`config.mk`:
```
export PLATFORM = sky130hd
export DESIGN_NAME = odm_core
export DESIGN_NICKNAME = d
export VERILOG_FILES = /design/src/odm_pkg.sv /design/src/odm_core.sv
export SDC_FILE = /design/constraint.sdc
export NUM_CORES = 1
export LEC_CHECK = 0
export BUFFER_PORTS_ARGS = -buffer_cell sky130_fd_sc_hd__buf_2
export CORE_ASPECT_RATIO = 0.7
export CORE_MARGIN = 4
export CORE_UTILIZATION = 50
export DETAILED_ROUTE_END_ITERATION = 10
export GPL_TIMING_DRIVEN = 1
export HOLD_SLACK_MARGIN = 0.15
export PLACE_DENSITY = 0.87
export SYNTH_ARGS = -nofsm -noshare
export SYNTH_HDL_FRONTEND = slang
export SYNTH_SLANG_ARGS = --single-unit
export TNS_END_PERCENT = 30
```
`constraint.sdc`:
```
create_clock -name clk_sys -period 3.85 [get_ports clk_sys]
set_clock_uncertainty 0.1 [all_clocks]
set_input_delay 0.77 -clock clk_sys [delete_from_list [all_inputs] [get_ports clk_sys]]
set_output_delay 0.77 -clock clk_sys [all_outputs]
set_load 0.005 [all_outputs]
```
`src/odm_pkg.sv`:
```
// Constants shared by the optical drive motor control logic.
// Assumes a 20 MHz system clock; all times are turned into cycle counts here.
package odm_pkg;
    // =========================================================
    // Clock and times
    localparam int CLK_PERIOD_NS = 50;
    localparam int FB_QUAL_TIME_US = 100;
    localparam int FB_QUAL_CYCLES = (FB_QUAL_TIME_US * 1000 + CLK_PERIOD_NS - 1) / CLK_PERIOD_NS;
    localparam int SOFT_START_TIME_US = 800;
    localparam int SOFT_START_CYCLES = (SOFT_START_TIME_US * 1000) / CLK_PERIOD_NS;

    // =========================================================
    // Codes and fields
    localparam int DAC_W = 12;
    localparam int PWM_W = 8;
    localparam logic [PWM_W-1:0] PWM_FULL = 8'hff;
    localparam logic [PWM_W-1:0] LS_DUTY_MAX = 8'h40;
    localparam logic [DAC_W-1:0] DAC_POS_MAX = 12'h7ff;
    localparam logic [DAC_W-1:0] DAC_NEG_MAX = 12'h800;
    localparam logic [DAC_W-1:0] SPM_DEAD_BAND = 12'h052;
    localparam logic [DAC_W-1:0] SPM_SHORT_BRAKE_EDGE = 12'ha00;
    localparam int SIGN_BIT = 11;
    localparam int MAG_SHIFT = 3;

    // Sense resistance in milliohm, indexed by the select code
    localparam logic [8:0] RSENSE_00 = 9'h0dc;
    localparam logic [8:0] RSENSE_01 = 9'h0c8;
    localparam logic [8:0] RSENSE_10 = 9'h10e;
    localparam logic [8:0] RSENSE_11 = 9'h0fa;

    // Back-EMF thresholds in mV
    localparam logic [7:0] BEMF_TH_0 = 8'h16;
    localparam logic [7:0] BEMF_TH_1 = 8'h2e;
    localparam logic [7:0] BEMF_TH_2 = 8'h56;

    // Regulator output raise, in tenths of a percent
    localparam logic [5:0] RAISE_A1 = 6'h14;
    localparam logic [5:0] RAISE_A2 = 6'h26;
    localparam logic [5:0] RAISE_A3 = 6'h36;
    localparam logic [5:0] RAISE_B1 = 6'h0d;
    localparam logic [5:0] RAISE_B2 = 6'h18;
    localparam logic [5:0] RAISE_B3 = 6'h21;

    typedef enum logic [1:0] {
        ODM_V3P3,
        ODM_V1P2,
        ODM_V1P0,
        ODM_V1P5
    } odm_vsel_t;

    localparam int STATUS_W = 8;
endpackage : odm_pkg

```
`src/odm_core.sv`:
```
// Digital control logic of the optical drive motor and regulator block.
// Assumes configuration bits arrive as clk_sys-domain ports from the serial
// register file; pins and the serial clock are synchronised here.
`timescale 1ns/1ps
module odm_core #(
    parameter int SOFT_START_CYCLES = odm_pkg::SOFT_START_CYCLES,
    parameter logic [11:0] SLED_DEAD_BAND = 12'h020,
    parameter logic [7:0] BEMF_TH_3 = 8'h80
) (
    // Clock and reset
    input wire logic clk_sys,
    input wire logic rst_b,
    // Bring-up controls
    input wire logic sleep_release,
    input wire logic [4:0] channel_enable_bits,
    // Spindle
    input wire logic spindle_low_speed_select,
    input wire logic [1:0] spindle_sense_resistor_select,
    input wire logic [11:0] spindle_dac_code,
    input wire logic spindle_overcurrent_pin,
    input wire logic spindle_speed_high_pin,
    output logic spindle_pwm,
    output logic spindle_short_brake,
    output logic [8:0] spindle_sense_milliohm,
    // Sled
    input wire logic [11:0] sled_dac_code,
    input wire logic sled_end_detect_enable,
    input wire logic [1:0] sled_bemf_threshold_select,
    input wire logic [7:0] sled_bemf_level,
    output logic sled_out_p,
    output logic sled_out_n,
    output logic sled_stopped_flag,
    // Load, tracking, focus, tilt
    input wire logic load_request,
    output logic load_active,
    input wire logic differential_tilt_enable,
    input wire logic [11:0] focus_dac_code,
    input wire logic focus_write,
    input wire logic [11:0] tilt_dac_code,
    input wire logic tilt_write,
    output logic [11:0] focus_out,
    output logic [11:0] tilt_out,
    // Regulator
    input wire logic regulator_select_pin_low,
    input wire logic regulator_select_pin_high,
    input wire logic regulator_feedback_pin,
    input wire logic regulator_load_low_pin,
    input wire logic [1:0] regulator_output_raise,
    input wire logic discontinuous_mode_force,
    input wire logic discontinuous_mode_auto,
    input wire logic high_efficiency_select,
    output logic regulator_enable,
    output logic [1:0] regulator_voltage,
    output logic [5:0] regulator_raise_tenths,
    output logic [7:0] regulator_soft_start,
    output logic regulator_discontinuous,
    output logic regulator_high_efficiency,
    // Monitor
    input wire logic [7:0] monitor_select_register,
    input wire logic monitor_output_enable,
    output logic monitor_output_pin,
    // Serial status read
    input wire logic sclk_pin,
    input wire logic cs_b_pin,
    output logic sdo
);
    localparam int NPIN = 8;
    localparam int SS_DIV = SOFT_START_CYCLES / 256;
    localparam int ENA_SPM = 0;
    localparam int ENA_SLED = 1;
    localparam int ENA_TRACK = 2;
    localparam int ENA_FCS = 3;
    localparam int ENA_TLT = 4;

    // =========================================================
    // Reset release and pin synchronisers
    logic [1:0] rst_q;
    logic rst_n;
    logic [NPIN-1:0] pin_q1;
    logic [NPIN-1:0] pin_q2;
    logic oc_s, spd_s, vsl_s, vsh_s, fb_s, ldl_s, sclk_s, csb_s;

    always_ff @(posedge clk_sys or negedge rst_b) begin
        if (!rst_b) rst_q <= 2'h0;
        else rst_q <= {rst_q[0], 1'b1};
    end
    assign rst_n = rst_q[1];

    always_ff @(posedge clk_sys or negedge rst_n) begin
        if (!rst_n) begin
            pin_q1 <= 8'h80;
            pin_q2 <= 8'h80;
        end else begin
            pin_q1 <= {cs_b_pin, sclk_pin, regulator_load_low_pin, regulator_feedback_pin,
                       regulator_select_pin_high, regulator_select_pin_low,
                       spindle_speed_high_pin, spindle_overcurrent_pin};
            pin_q2 <= pin_q1;
        end
    end
    assign {csb_s, sclk_s, ldl_s, fb_s, vsh_s, vsl_s, spd_s, oc_s} = pin_q2;

    function automatic logic [11:0] mag_of(input logic [11:0] code);
        mag_of = code[odm_pkg::SIGN_BIT] ? 12'(-code) : code;
    endfunction

    function automatic logic [7:0] duty_of(input logic [11:0] mag);
        duty_of = (mag >= odm_pkg::DAC_NEG_MAX) ? odm_pkg::PWM_FULL : 8'(mag >> odm_pkg::MAG_SHIFT);
    endfunction

    // =========================================================
    // PWM timebase
    logic [7:0] pwm_cnt;
    always_ff @(posedge clk_sys or negedge rst_n) begin
        if (!rst_n) pwm_cnt <= 8'h00;
        else pwm_cnt <= pwm_cnt + 8'h01;
    end
    wire period_end = (pwm_cnt == odm_pkg::PWM_FULL);

    // =========================================================
    // Spindle
    logic [7:0] spm_limit;
    logic [7:0] spm_duty;
    wire spm_on = sleep_release && channel_enable_bits[ENA_SPM];
    wire spm_accel = !spindle_dac_code[odm_pkg::SIGN_BIT] && (spindle_dac_code > odm_pkg::SPM_DEAD_BAND);

    // Limit walks down while overcurrent persists so current hovers at the limit
    always_ff @(posedge clk_sys or negedge rst_n) begin
        if (!rst_n) spm_limit <= odm_pkg::PWM_FULL;
        else if (period_end && oc_s && spm_limit != 8'h00) spm_limit <= spm_limit - 8'h01;
        else if (period_end && !oc_s && spm_limit != odm_pkg::PWM_FULL) spm_limit <= spm_limit + 8'h01;
    end

    always_comb begin
        spm_duty = spm_accel ? duty_of(spindle_dac_code) : 8'h00;
        if (spindle_low_speed_select && spm_duty > odm_pkg::LS_DUTY_MAX) spm_duty = odm_pkg::LS_DUTY_MAX;
        if (spm_duty > spm_limit) spm_duty = spm_limit;
    end

    always_ff @(posedge clk_sys or negedge rst_n) begin
        if (!rst_n) begin
            spindle_pwm <= 1'b0;
            spindle_short_brake <= 1'b0;
            spindle_sense_milliohm <= odm_pkg::RSENSE_00;
        end else begin
            spindle_pwm <= spm_on && (pwm_cnt < spm_duty);
            spindle_short_brake <= spm_on && spindle_dac_code[odm_pkg::SIGN_BIT] &&
                (spindle_low_speed_select || (spd_s && spindle_dac_code <= odm_pkg::SPM_SHORT_BRAKE_EDGE));
            case (spindle_sense_resistor_select)
                2'h0: spindle_sense_milliohm <= odm_pkg::RSENSE_00;
                2'h1: spindle_sense_milliohm <= odm_pkg::RSENSE_01;
                2'h2: spindle_sense_milliohm <= odm_pkg::RSENSE_10;
                default: spindle_sense_milliohm <= odm_pkg::RSENSE_11;
            endcase
        end
    end

    // =========================================================
    // Sled drive and end detection
    wire sled_on = sleep_release && channel_enable_bits[ENA_SLED];
    wire sled_dead = mag_of(sled_dac_code) <= SLED_DEAD_BAND;
    wire [7:0] sled_duty = duty_of(mag_of(sled_dac_code));
    logic [1:0] sled_dir_q;
    logic [7:0] bemf_th;
    wire [1:0] sled_dir = (sled_dead || !sled_on) ? 2'h0 : (sled_dac_code[odm_pkg::SIGN_BIT] ? 2'h2 : 2'h1);
    wire sled_zero_cross = (sled_dir != sled_dir_q) && (sled_dir_q != 2'h0);

    always_comb begin
        case (sled_bemf_threshold_select)
            2'h0: bemf_th = odm_pkg::BEMF_TH_0;
            2'h1: bemf_th = odm_pkg::BEMF_TH_1;
            2'h2: bemf_th = odm_pkg::BEMF_TH_2;
            default: bemf_th = BEMF_TH_3;
        endcase
    end

    always_ff @(posedge clk_sys or negedge rst_n) begin
        if (!rst_n) begin
            sled_out_p <= 1'b0;
            sled_out_n <= 1'b0;
            sled_dir_q <= 2'h0;
        end else begin
            sled_dir_q <= sled_dir;
            sled_out_p <= sled_dir[0] && (pwm_cnt < sled_duty || sled_duty == odm_pkg::PWM_FULL);
            sled_out_n <= sled_dir[1] && (pwm_cnt < sled_duty || sled_duty == odm_pkg::PWM_FULL);
        end
    end

    always_ff @(posedge clk_sys or negedge rst_n) begin
        if (!rst_n) sled_stopped_flag <= 1'b0;
        else if (sled_end_detect_enable && sled_zero_cross) begin
            if (sled_bemf_level < bemf_th) sled_stopped_flag <= 1'b1;
            else sled_stopped_flag <= 1'b0;
        end
    end

    // =========================================================
    // Load sharing and focus/tilt update
    wire act_busy = |channel_enable_bits[ENA_TLT:ENA_TRACK];
    always_ff @(posedge clk_sys or negedge rst_n) begin
        if (!rst_n) load_active <= 1'b0;
        else load_active <= sleep_release && load_request && !act_busy;
    end

    logic [11:0] tilt_held;
    wire [12:0] f_ext = {focus_dac_code[11], focus_dac_code};
    wire [12:0] t_ext = {tilt_held[11], tilt_held};
    wire [12:0] d_sum = f_ext + t_ext;
    wire [12:0] d_dif = f_ext - t_ext;

    function automatic logic [11:0] sat12(input logic [12:0] v);
        if (v[12] != v[11]) sat12 = v[12] ? odm_pkg::DAC_NEG_MAX : odm_pkg::DAC_POS_MAX;
        else sat12 = v[11:0];
    endfunction

    always_ff @(posedge clk_sys or negedge rst_n) begin
        if (!rst_n) begin
            tilt_held <= 12'h000;
            focus_out <= 12'h000;
            tilt_out <= 12'h000;
        end else begin
            if (tilt_write) tilt_held <= tilt_dac_code;
            if (differential_tilt_enable) begin
                if (focus_write) begin
                    focus_out <= sat12(d_sum);
                    tilt_out <= sat12(d_dif);
                end
            end else begin
                if (focus_write) focus_out <= focus_dac_code;
                if (tilt_write) tilt_out <= tilt_dac_code;
            end
        end
    end

    // =========================================================
    // Regulator control
    logic [11:0] fb_cnt;
    logic reg_disabled;
    logic [15:0] ss_div;
    odm_pkg::odm_vsel_t vsel;
    assign vsel = odm_pkg::odm_vsel_t'({vsh_s, vsl_s});

    always_ff @(posedge clk_sys or negedge rst_n) begin
        if (!rst_n) begin
            fb_cnt <= 12'h000;
            reg_disabled <= 1'b0;
        end else if (!fb_s) begin
            fb_cnt <= 12'h000;
            reg_disabled <= 1'b0;
        end else if (fb_cnt < 12'(odm_pkg::FB_QUAL_CYCLES)) begin
            fb_cnt <= fb_cnt + 12'h001;
        end else begin
            reg_disabled <= 1'b1;
        end
    end

    // Soft-start restarts from zero whenever the regulator is disabled
    always_ff @(posedge clk_sys or negedge rst_n) begin
        if (!rst_n) begin
            ss_div <= 16'h0000;
            regulator_soft_start <= 8'h00;
        end else if (reg_disabled) begin
            ss_div <= 16'h0000;
            regulator_soft_start <= 8'h00;
        end else if (regulator_soft_start != odm_pkg::PWM_FULL) begin
            if (ss_div >= 16'(SS_DIV - 1)) begin
                ss_div <= 16'h0000;
                regulator_soft_start <= regulator_soft_start + 8'h01;
            end else ss_div <= ss_div + 16'h0001;
        end
    end

    logic [5:0] raise;
    always_comb begin
        raise = 6'h00;
        if (vsel == odm_pkg::ODM_V1P2 || vsel == odm_pkg::ODM_V1P5) begin
            case (regulator_output_raise)
                2'h1: raise = odm_pkg::RAISE_A1;
                2'h2: raise = odm_pkg::RAISE_A2;
                2'h3: raise = odm_pkg::RAISE_A3;
                default: raise = 6'h00;
            endcase
        end else if (vsel == odm_pkg::ODM_V1P0) begin
            case (regulator_output_raise)
                2'h1: raise = odm_pkg::RAISE_B1;
                2'h2: raise = odm_pkg::RAISE_B2;
                2'h3: raise = odm_pkg::RAISE_B3;
                default: raise = 6'h00;
            endcase
        end
    end

    wire disc = discontinuous_mode_force || (discontinuous_mode_auto && ldl_s);
    always_ff @(posedge clk_sys or negedge rst_n) begin
        if (!rst_n) begin
            regulator_enable <= 1'b0;
            regulator_voltage <= 2'h0;
            regulator_raise_tenths <= 6'h00;
            regulator_discontinuous <= 1'b0;
            regulator_high_efficiency <= 1'b0;
        end else begin
            regulator_enable <= !reg_disabled;
            regulator_voltage <= vsel;
            regulator_raise_tenths <= raise;
            regulator_discontinuous <= disc && !reg_disabled;
            regulator_high_efficiency <= high_efficiency_select && disc && !reg_disabled &&
                (vsel != odm_pkg::ODM_V3P3);
        end
    end

    // =========================================================
    // Monitor mux and serial status shift-out
    wire [7:0] mon_src = {reg_disabled, regulator_discontinuous, load_active, sled_stopped_flag,
                          spindle_short_brake, spindle_pwm, oc_s, fb_s};
    always_ff @(posedge clk_sys or negedge rst_n) begin
        if (!rst_n) monitor_output_pin <= 1'b0;
        else monitor_output_pin <= monitor_output_enable && |(monitor_select_register & mon_src);
    end

    // Status leaves MSB first; the flag is the first bit seen after select
    logic sclk_d;
    logic [7:0] stat_sh;
    always_ff @(posedge clk_sys or negedge rst_n) begin
        if (!rst_n) begin
            sclk_d <= 1'b0;
            stat_sh <= 8'h00;
            sdo <= 1'b0;
        end else begin
            sclk_d <= sclk_s;
            if (csb_s) stat_sh <= {sled_stopped_flag, reg_disabled, load_active, 5'h00};
            else if (sclk_d && !sclk_s) stat_sh <= {stat_sh[6:0], 1'b0};
            sdo <= !csb_s && stat_sh[7];
        end
    end

    // =========================================================
    // Checks
    a_ls_duty_cap: assert property (@(posedge clk_sys) disable iff (!rst_n)
        ($past(spindle_low_speed_select) && $past(pwm_cnt) >= odm_pkg::LS_DUTY_MAX) |-> !spindle_pwm)
        else $error("ls duty above cap");
    a_ls_short_brake: assert property (@(posedge clk_sys) disable iff (!rst_n)
        (spm_on && spindle_low_speed_select && spindle_dac_code[11]) ##1 $stable(spindle_dac_code)
        |-> spindle_short_brake) else $error("ls brake not short");
    a_sled_dead_low: assert property (@(posedge clk_sys) disable iff (!rst_n)
        sled_dead ##1 sled_dead |-> !sled_out_p && !sled_out_n) else $error("sled driven in dead band");
    a_stop_set: assert property (@(posedge clk_sys) disable iff (!rst_n)
        (sled_end_detect_enable && sled_zero_cross && sled_bemf_level < bemf_th) |=> sled_stopped_flag)
        else $error("stop flag not set");
    a_stop_clear: assert property (@(posedge clk_sys) disable iff (!rst_n)
        (sled_end_detect_enable && sled_zero_cross && sled_bemf_level >= bemf_th) |=> !sled_stopped_flag)
        else $error("stop flag not cleared");
    a_load_exclusive: assert property (@(posedge clk_sys) disable iff (!rst_n)
        load_active |-> $past(!act_busy)) else $error("load active with actuators");
    a_diff_hold: assert property (@(posedge clk_sys) disable iff (!rst_n)
        ($past(differential_tilt_enable) && !$past(focus_write)) |-> $stable(tilt_out) && $stable(focus_out))
        else $error("diff outputs moved without focus write");
    a_fb_qual: assert property (@(posedge clk_sys) disable iff (!rst_n)
        $rose(reg_disabled) |-> $past(fb_s, 2) && fb_cnt == 12'(odm_pkg::FB_QUAL_CYCLES))
        else $error("regulator disabled early");
    a_heff_gate: assert property (@(posedge clk_sys) disable iff (!rst_n)
        regulator_high_efficiency |-> regulator_discontinuous && regulator_voltage != 2'h0)
        else $error("high efficiency out of mode");
    a_monitor_or: assert property (@(posedge clk_sys) disable iff (!rst_n)
        !monitor_output_enable |=> !monitor_output_pin) else $error("monitor driven while off");
endmodule : odm_core

```
==> flow_summary.yaml <==
run_status:
  run_status: "finished, violations left"
  violations: "setup timing"
sta:
  min_period_over_period_pct: 119
  setup_ws_ns: -0.733
  timing_hold_violations_final: 0
  clock.fmax_mhz: 218
  setup_repair_after_global_routing_missed_its_margin: "yes"
  relative_max_transition_margin_pct: 45.8
  max_slew_violation_count: 0
  tightest_slew_ns: 0.813
  worst_hold_slack_ns: 0.246
  setup_viol: 1
  finalWorstPathRequiredPeriod_ns: 4.58
global_routing:
  first_global_vias: 7043
  grt_start_max_net_pins: 62
  global_route.overflow_total: 0
  grt_overall_usage_pct: 22.6
  grt_antenna_before_repair: 0
  grt_pass1_wl_um: 35500
yosys:
  yosys_register_bits: 138
  synth_sequential_area_ratio_pct: 40.2
  synth_area_per_cell_um2: 9.38
  ys.warnings.count: 0
  synth-edff-count: 0
  async_flop_share_pct: 100
  synthesis.instances: 921
  syn_area_um2: 8640
  synth_cell_type_count: 75
  synth_top_flop_cell: "dfrtp_1"
final_layout:
  nets: 1266
  fillerInstances: 1360
  area_delta_synth_final_pct: 21.7
  post_route_cells_drive_above_1_share_pct: 24.9
  antenna_cells_inserted: 0
flow_run:
  cap_violations: 0
clocking:
  htree_num_levels: 4
  clkTransAtPathRegs_ns: 0.06
  clock_latency_ns: 0.41
  cts_root_buffer: "clkbuf_16"
  cts_tree: "done"
  sink_count_of_the_clock_tree: 138
  cts-buffers-inserted: 17
  max-clock-path-buffers: 2
die:
  fp.dieH_um: 118
  initial_standard_cell_utilization_of_the_core_pct: 51.9
  die_area_um2: 19500
  rows: 39
  core_area_um2: 16600
  die-width_um: 165
  pin_count: 156
power_and_ir_drop:
  power.share.sequential_pct: 39.4
  power.leakage_nw: 5.05
  worst_ir_drop_on_vdd_mv: 0.308
  powerDensity_nw_per_um2: 391
  p_sw_share_pct: 27.8
  power.combinational.fraction_pct: 20.8
  netSwitchingPower_w: 0.00114
  cell_internal_pwr_w: 0.00297
  clock_power_share_pct: 39.8
place:
  port_buffers: 152
  place_worst_setup_slack_ns: -1.27
  routabilityCongestion: 0.936
  post-dp-hpwl_um: 16600
critical_path:
  worst_setup_path_end_kind: "flop"
  crit_arrival_ns: 4.80
  cp-start-kind: "input pin"
  critical_path.max_fanout: 8
  cp_data_required_time_ns: 4.07
  critical_path_class: "input pin to flop"
route:
  detail_route.drc_violations: 0
  drt_iter0_drc: 703
  ant_nets: 0
  detailroute.via_count: 7581
  detailedRoute.firstPassIterationCount: 5
  route.final.wire_length_um: 22000
  vias_per_cell: 5.70
  wire_per_inst_um: 16.6
min_path:
  class_of_the_most_critical_hold_timing_path: "flop to flop"
-- sequential cells by signal, summed over array words and instances (netlist names), 2 cells and up --
name	count
regulator_voltage	2
tilt_held	12
tilt_out	12
pin_q2	8
sled_dir_q	2
fb_cnt	12
focus_out	12
ss_div	16
spm_limit	8
regulator_raise_tenths	6
regulator_soft_start	8
pin_q1	8
rst_q	2
stat_sh	3
pwm_cnt	8
spindle_sense_milliohm	6
-- logic make-up after synthesis --
kind of cell / share of synthesized area [%]
buf+inv: 4.77
simple gates: 18.3
flops: 40.2
other cells: 0.0870
xor+xnor: 5.17
compound gates: 18.5
mux: 1.33
fa+ha+maj: 11.7
-- area by class of cell --
type	instances	area [µm²]	share of cell area [%]
clock buffer	21	450	4.29
tap	225	282	2.68
sequential	138	3470	33.1
timing repair buffer	190	1070	10.2
multi-input combinational	685	4860	46.3
clock inverter	11	146	1.39
inverter	59	221	2.11
-- cell usage in the layout (no fill, tap or decap), drive strengths merged, types with 9 or more instances in the layout --
| cell type | n |
|---|---|
| buf | 189 |
| nor2b | 13 |
| ha | 76 |
| dfstp | 13 |
| a21oi | 39 |
| nand2 | 60 |
| dfrtp | 125 |
| clkbuf | 21 |
| a221oi | 13 |
| xor2 | 18 |
| nand4 | 9 |
| and3 | 12 |
| nand3 | 23 |
| o21a | 16 |
| a22o | 10 |
| nand2b | 17 |
| xnor2 | 33 |
| o2111ai | 11 |
| a21o | 12 |
| o21ai | 46 |
| nor4 | 12 |
| nor3 | 15 |
| nor2 | 116 |
| inv | 59 |
| and2 | 17 |
-- routing by layer --
metal	vias to the layer above	GRT usage (%)	wire (µm)
met5	-	0	0
met4	0	6.75	431
met3	36	5.74	1600
met2	302	31.9	9760
met1	3637	33.9	10200
li1	3606	-	-
-- critical path: stages --
cell,delay (ns)
buf_2,0.10
or4_4,0.55
o31ai_4,0.19
nand2_2,0.09
a221oi_4,0.31
o21a_1,0.24
ha_4,0.22
a21oi_2,0.13
nor2b_1,0.05
o31a_1,0.28
o21a_1,0.21
o31ai_4,0.22
buf_12,0.16
nor2_2,0.03
a21oi_1,0.16
ha_1,0.29
a21oi_2,0.16
o22ai_2,0.10
nor3_2,0.21
nand3_1,0.11
o211ai_1,0.21
-- repair_timing --
item,CTS,global route
endpoints found under the hold margin,2,0
endpoints found under the setup margin,1,1
resized for setup,10,5
hold buffers,1,0
pin swaps,3,3
setup buffers,3,1
-- worst paths after layout --
check	slack, ns	start	cells past startpoint	endpoint
setup / recovery	-0.73	spindle_dac_code[8]	21	spindle_pwm$_DFF_PN0_
hold / removal	0.25	pin_q1[5]$_DFF_PN0_	0	pin_q2[5]$_DFF_PN0_
setup reg to reg	0.35	pwm_cnt[1]$_DFF_PN0_	13	spm_limit[7]$_DFFE_PN1P_
hold reg to reg	0.25	pin_q1[5]$_DFF_PN0_	0	pin_q2[5]$_DFF_PN0_
max in group asynchronous	2.41	rst_q[1]$_DFF_PN0_	1	spindle_sense_milliohm[7]$_DFF_PN1_
min in group asynchronous	0.33	rst_q[1]$_DFF_PN0_	0	pin_q1[4]$_DFF_PN0_
-- metrics by stage --
step,area (µm²),TNS (ns),instances,utilization (%),power [W]
floorplan,8680,-0.744,922,-,0.00216
global placement,9800,-0.941,1292,58.9,0.00243
detailed placement,9800,-1.27,1292,58.9,0.00246
CTS,10500,-0.759,1328,62.9,0.00414
global route,10500,-0.867,1329,63.1,0.00432
finish,10500,-0.733,1329,63.1,0.00411
-- power groups by stage --
| stage | combinational (W) | sequential [W] | clock [W] |
|---|---|---|---|
| 6_report | 0.000854 | 0.00162 | 0.00164 |
| 5_1_grt | 0.000936 | 0.00163 | 0.00176 |
| 4_1_cts | 0.000839 | 0.00162 | 0.00168 |
| 3_5_place_dp | 0.000816 | 0.00164 | 0 |
| 3_3_place_gp | 0.000792 | 0.00164 | 0 |
| 2_1_floorplan | 0.000514 | 0.00164 | 0 |
-- cells in the mapped netlist, types with 4 or more instances --
library cell,count,area (µm²)
dfrtp_1,125,3130
nor2_1,116,435
ha_1,76,951
nand2_1,60,225
inv_1,59,221
o21ai_0,45,225
a21oi_1,38,190
xnor2_1,33,289
clkbuf_1,27,101
nand3_1,23,115
xor2_1,18,158
and2_1,17,106
o21a_1,16,120
nor3_1,14,70.1
dfstp_2,13,342
nand2b_1,13,81.3
nor2b_1,13,81.3
a21o_1,12,90.1
and3_1,12,75.1
nor4_1,11,68.8
o2111ai_1,11,96.3
a221oi_2,10,150
a22o_1,10,87.6
nand4_1,9,56.3
a31oi_1,7,43.8
mux2i_1,7,70.1
o31ai_1,7,52.6
or3_1,7,43.8
o22ai_1,6,37.5
a21boi_0,5,37.5
buf_2,5,25.0
o211ai_1,5,37.5
o31a_1,5,43.8
or4_1,5,37.5
a22oi_1,4,30.0
nand2b_2,4,35.0
(Power assumes the default switching activity.)
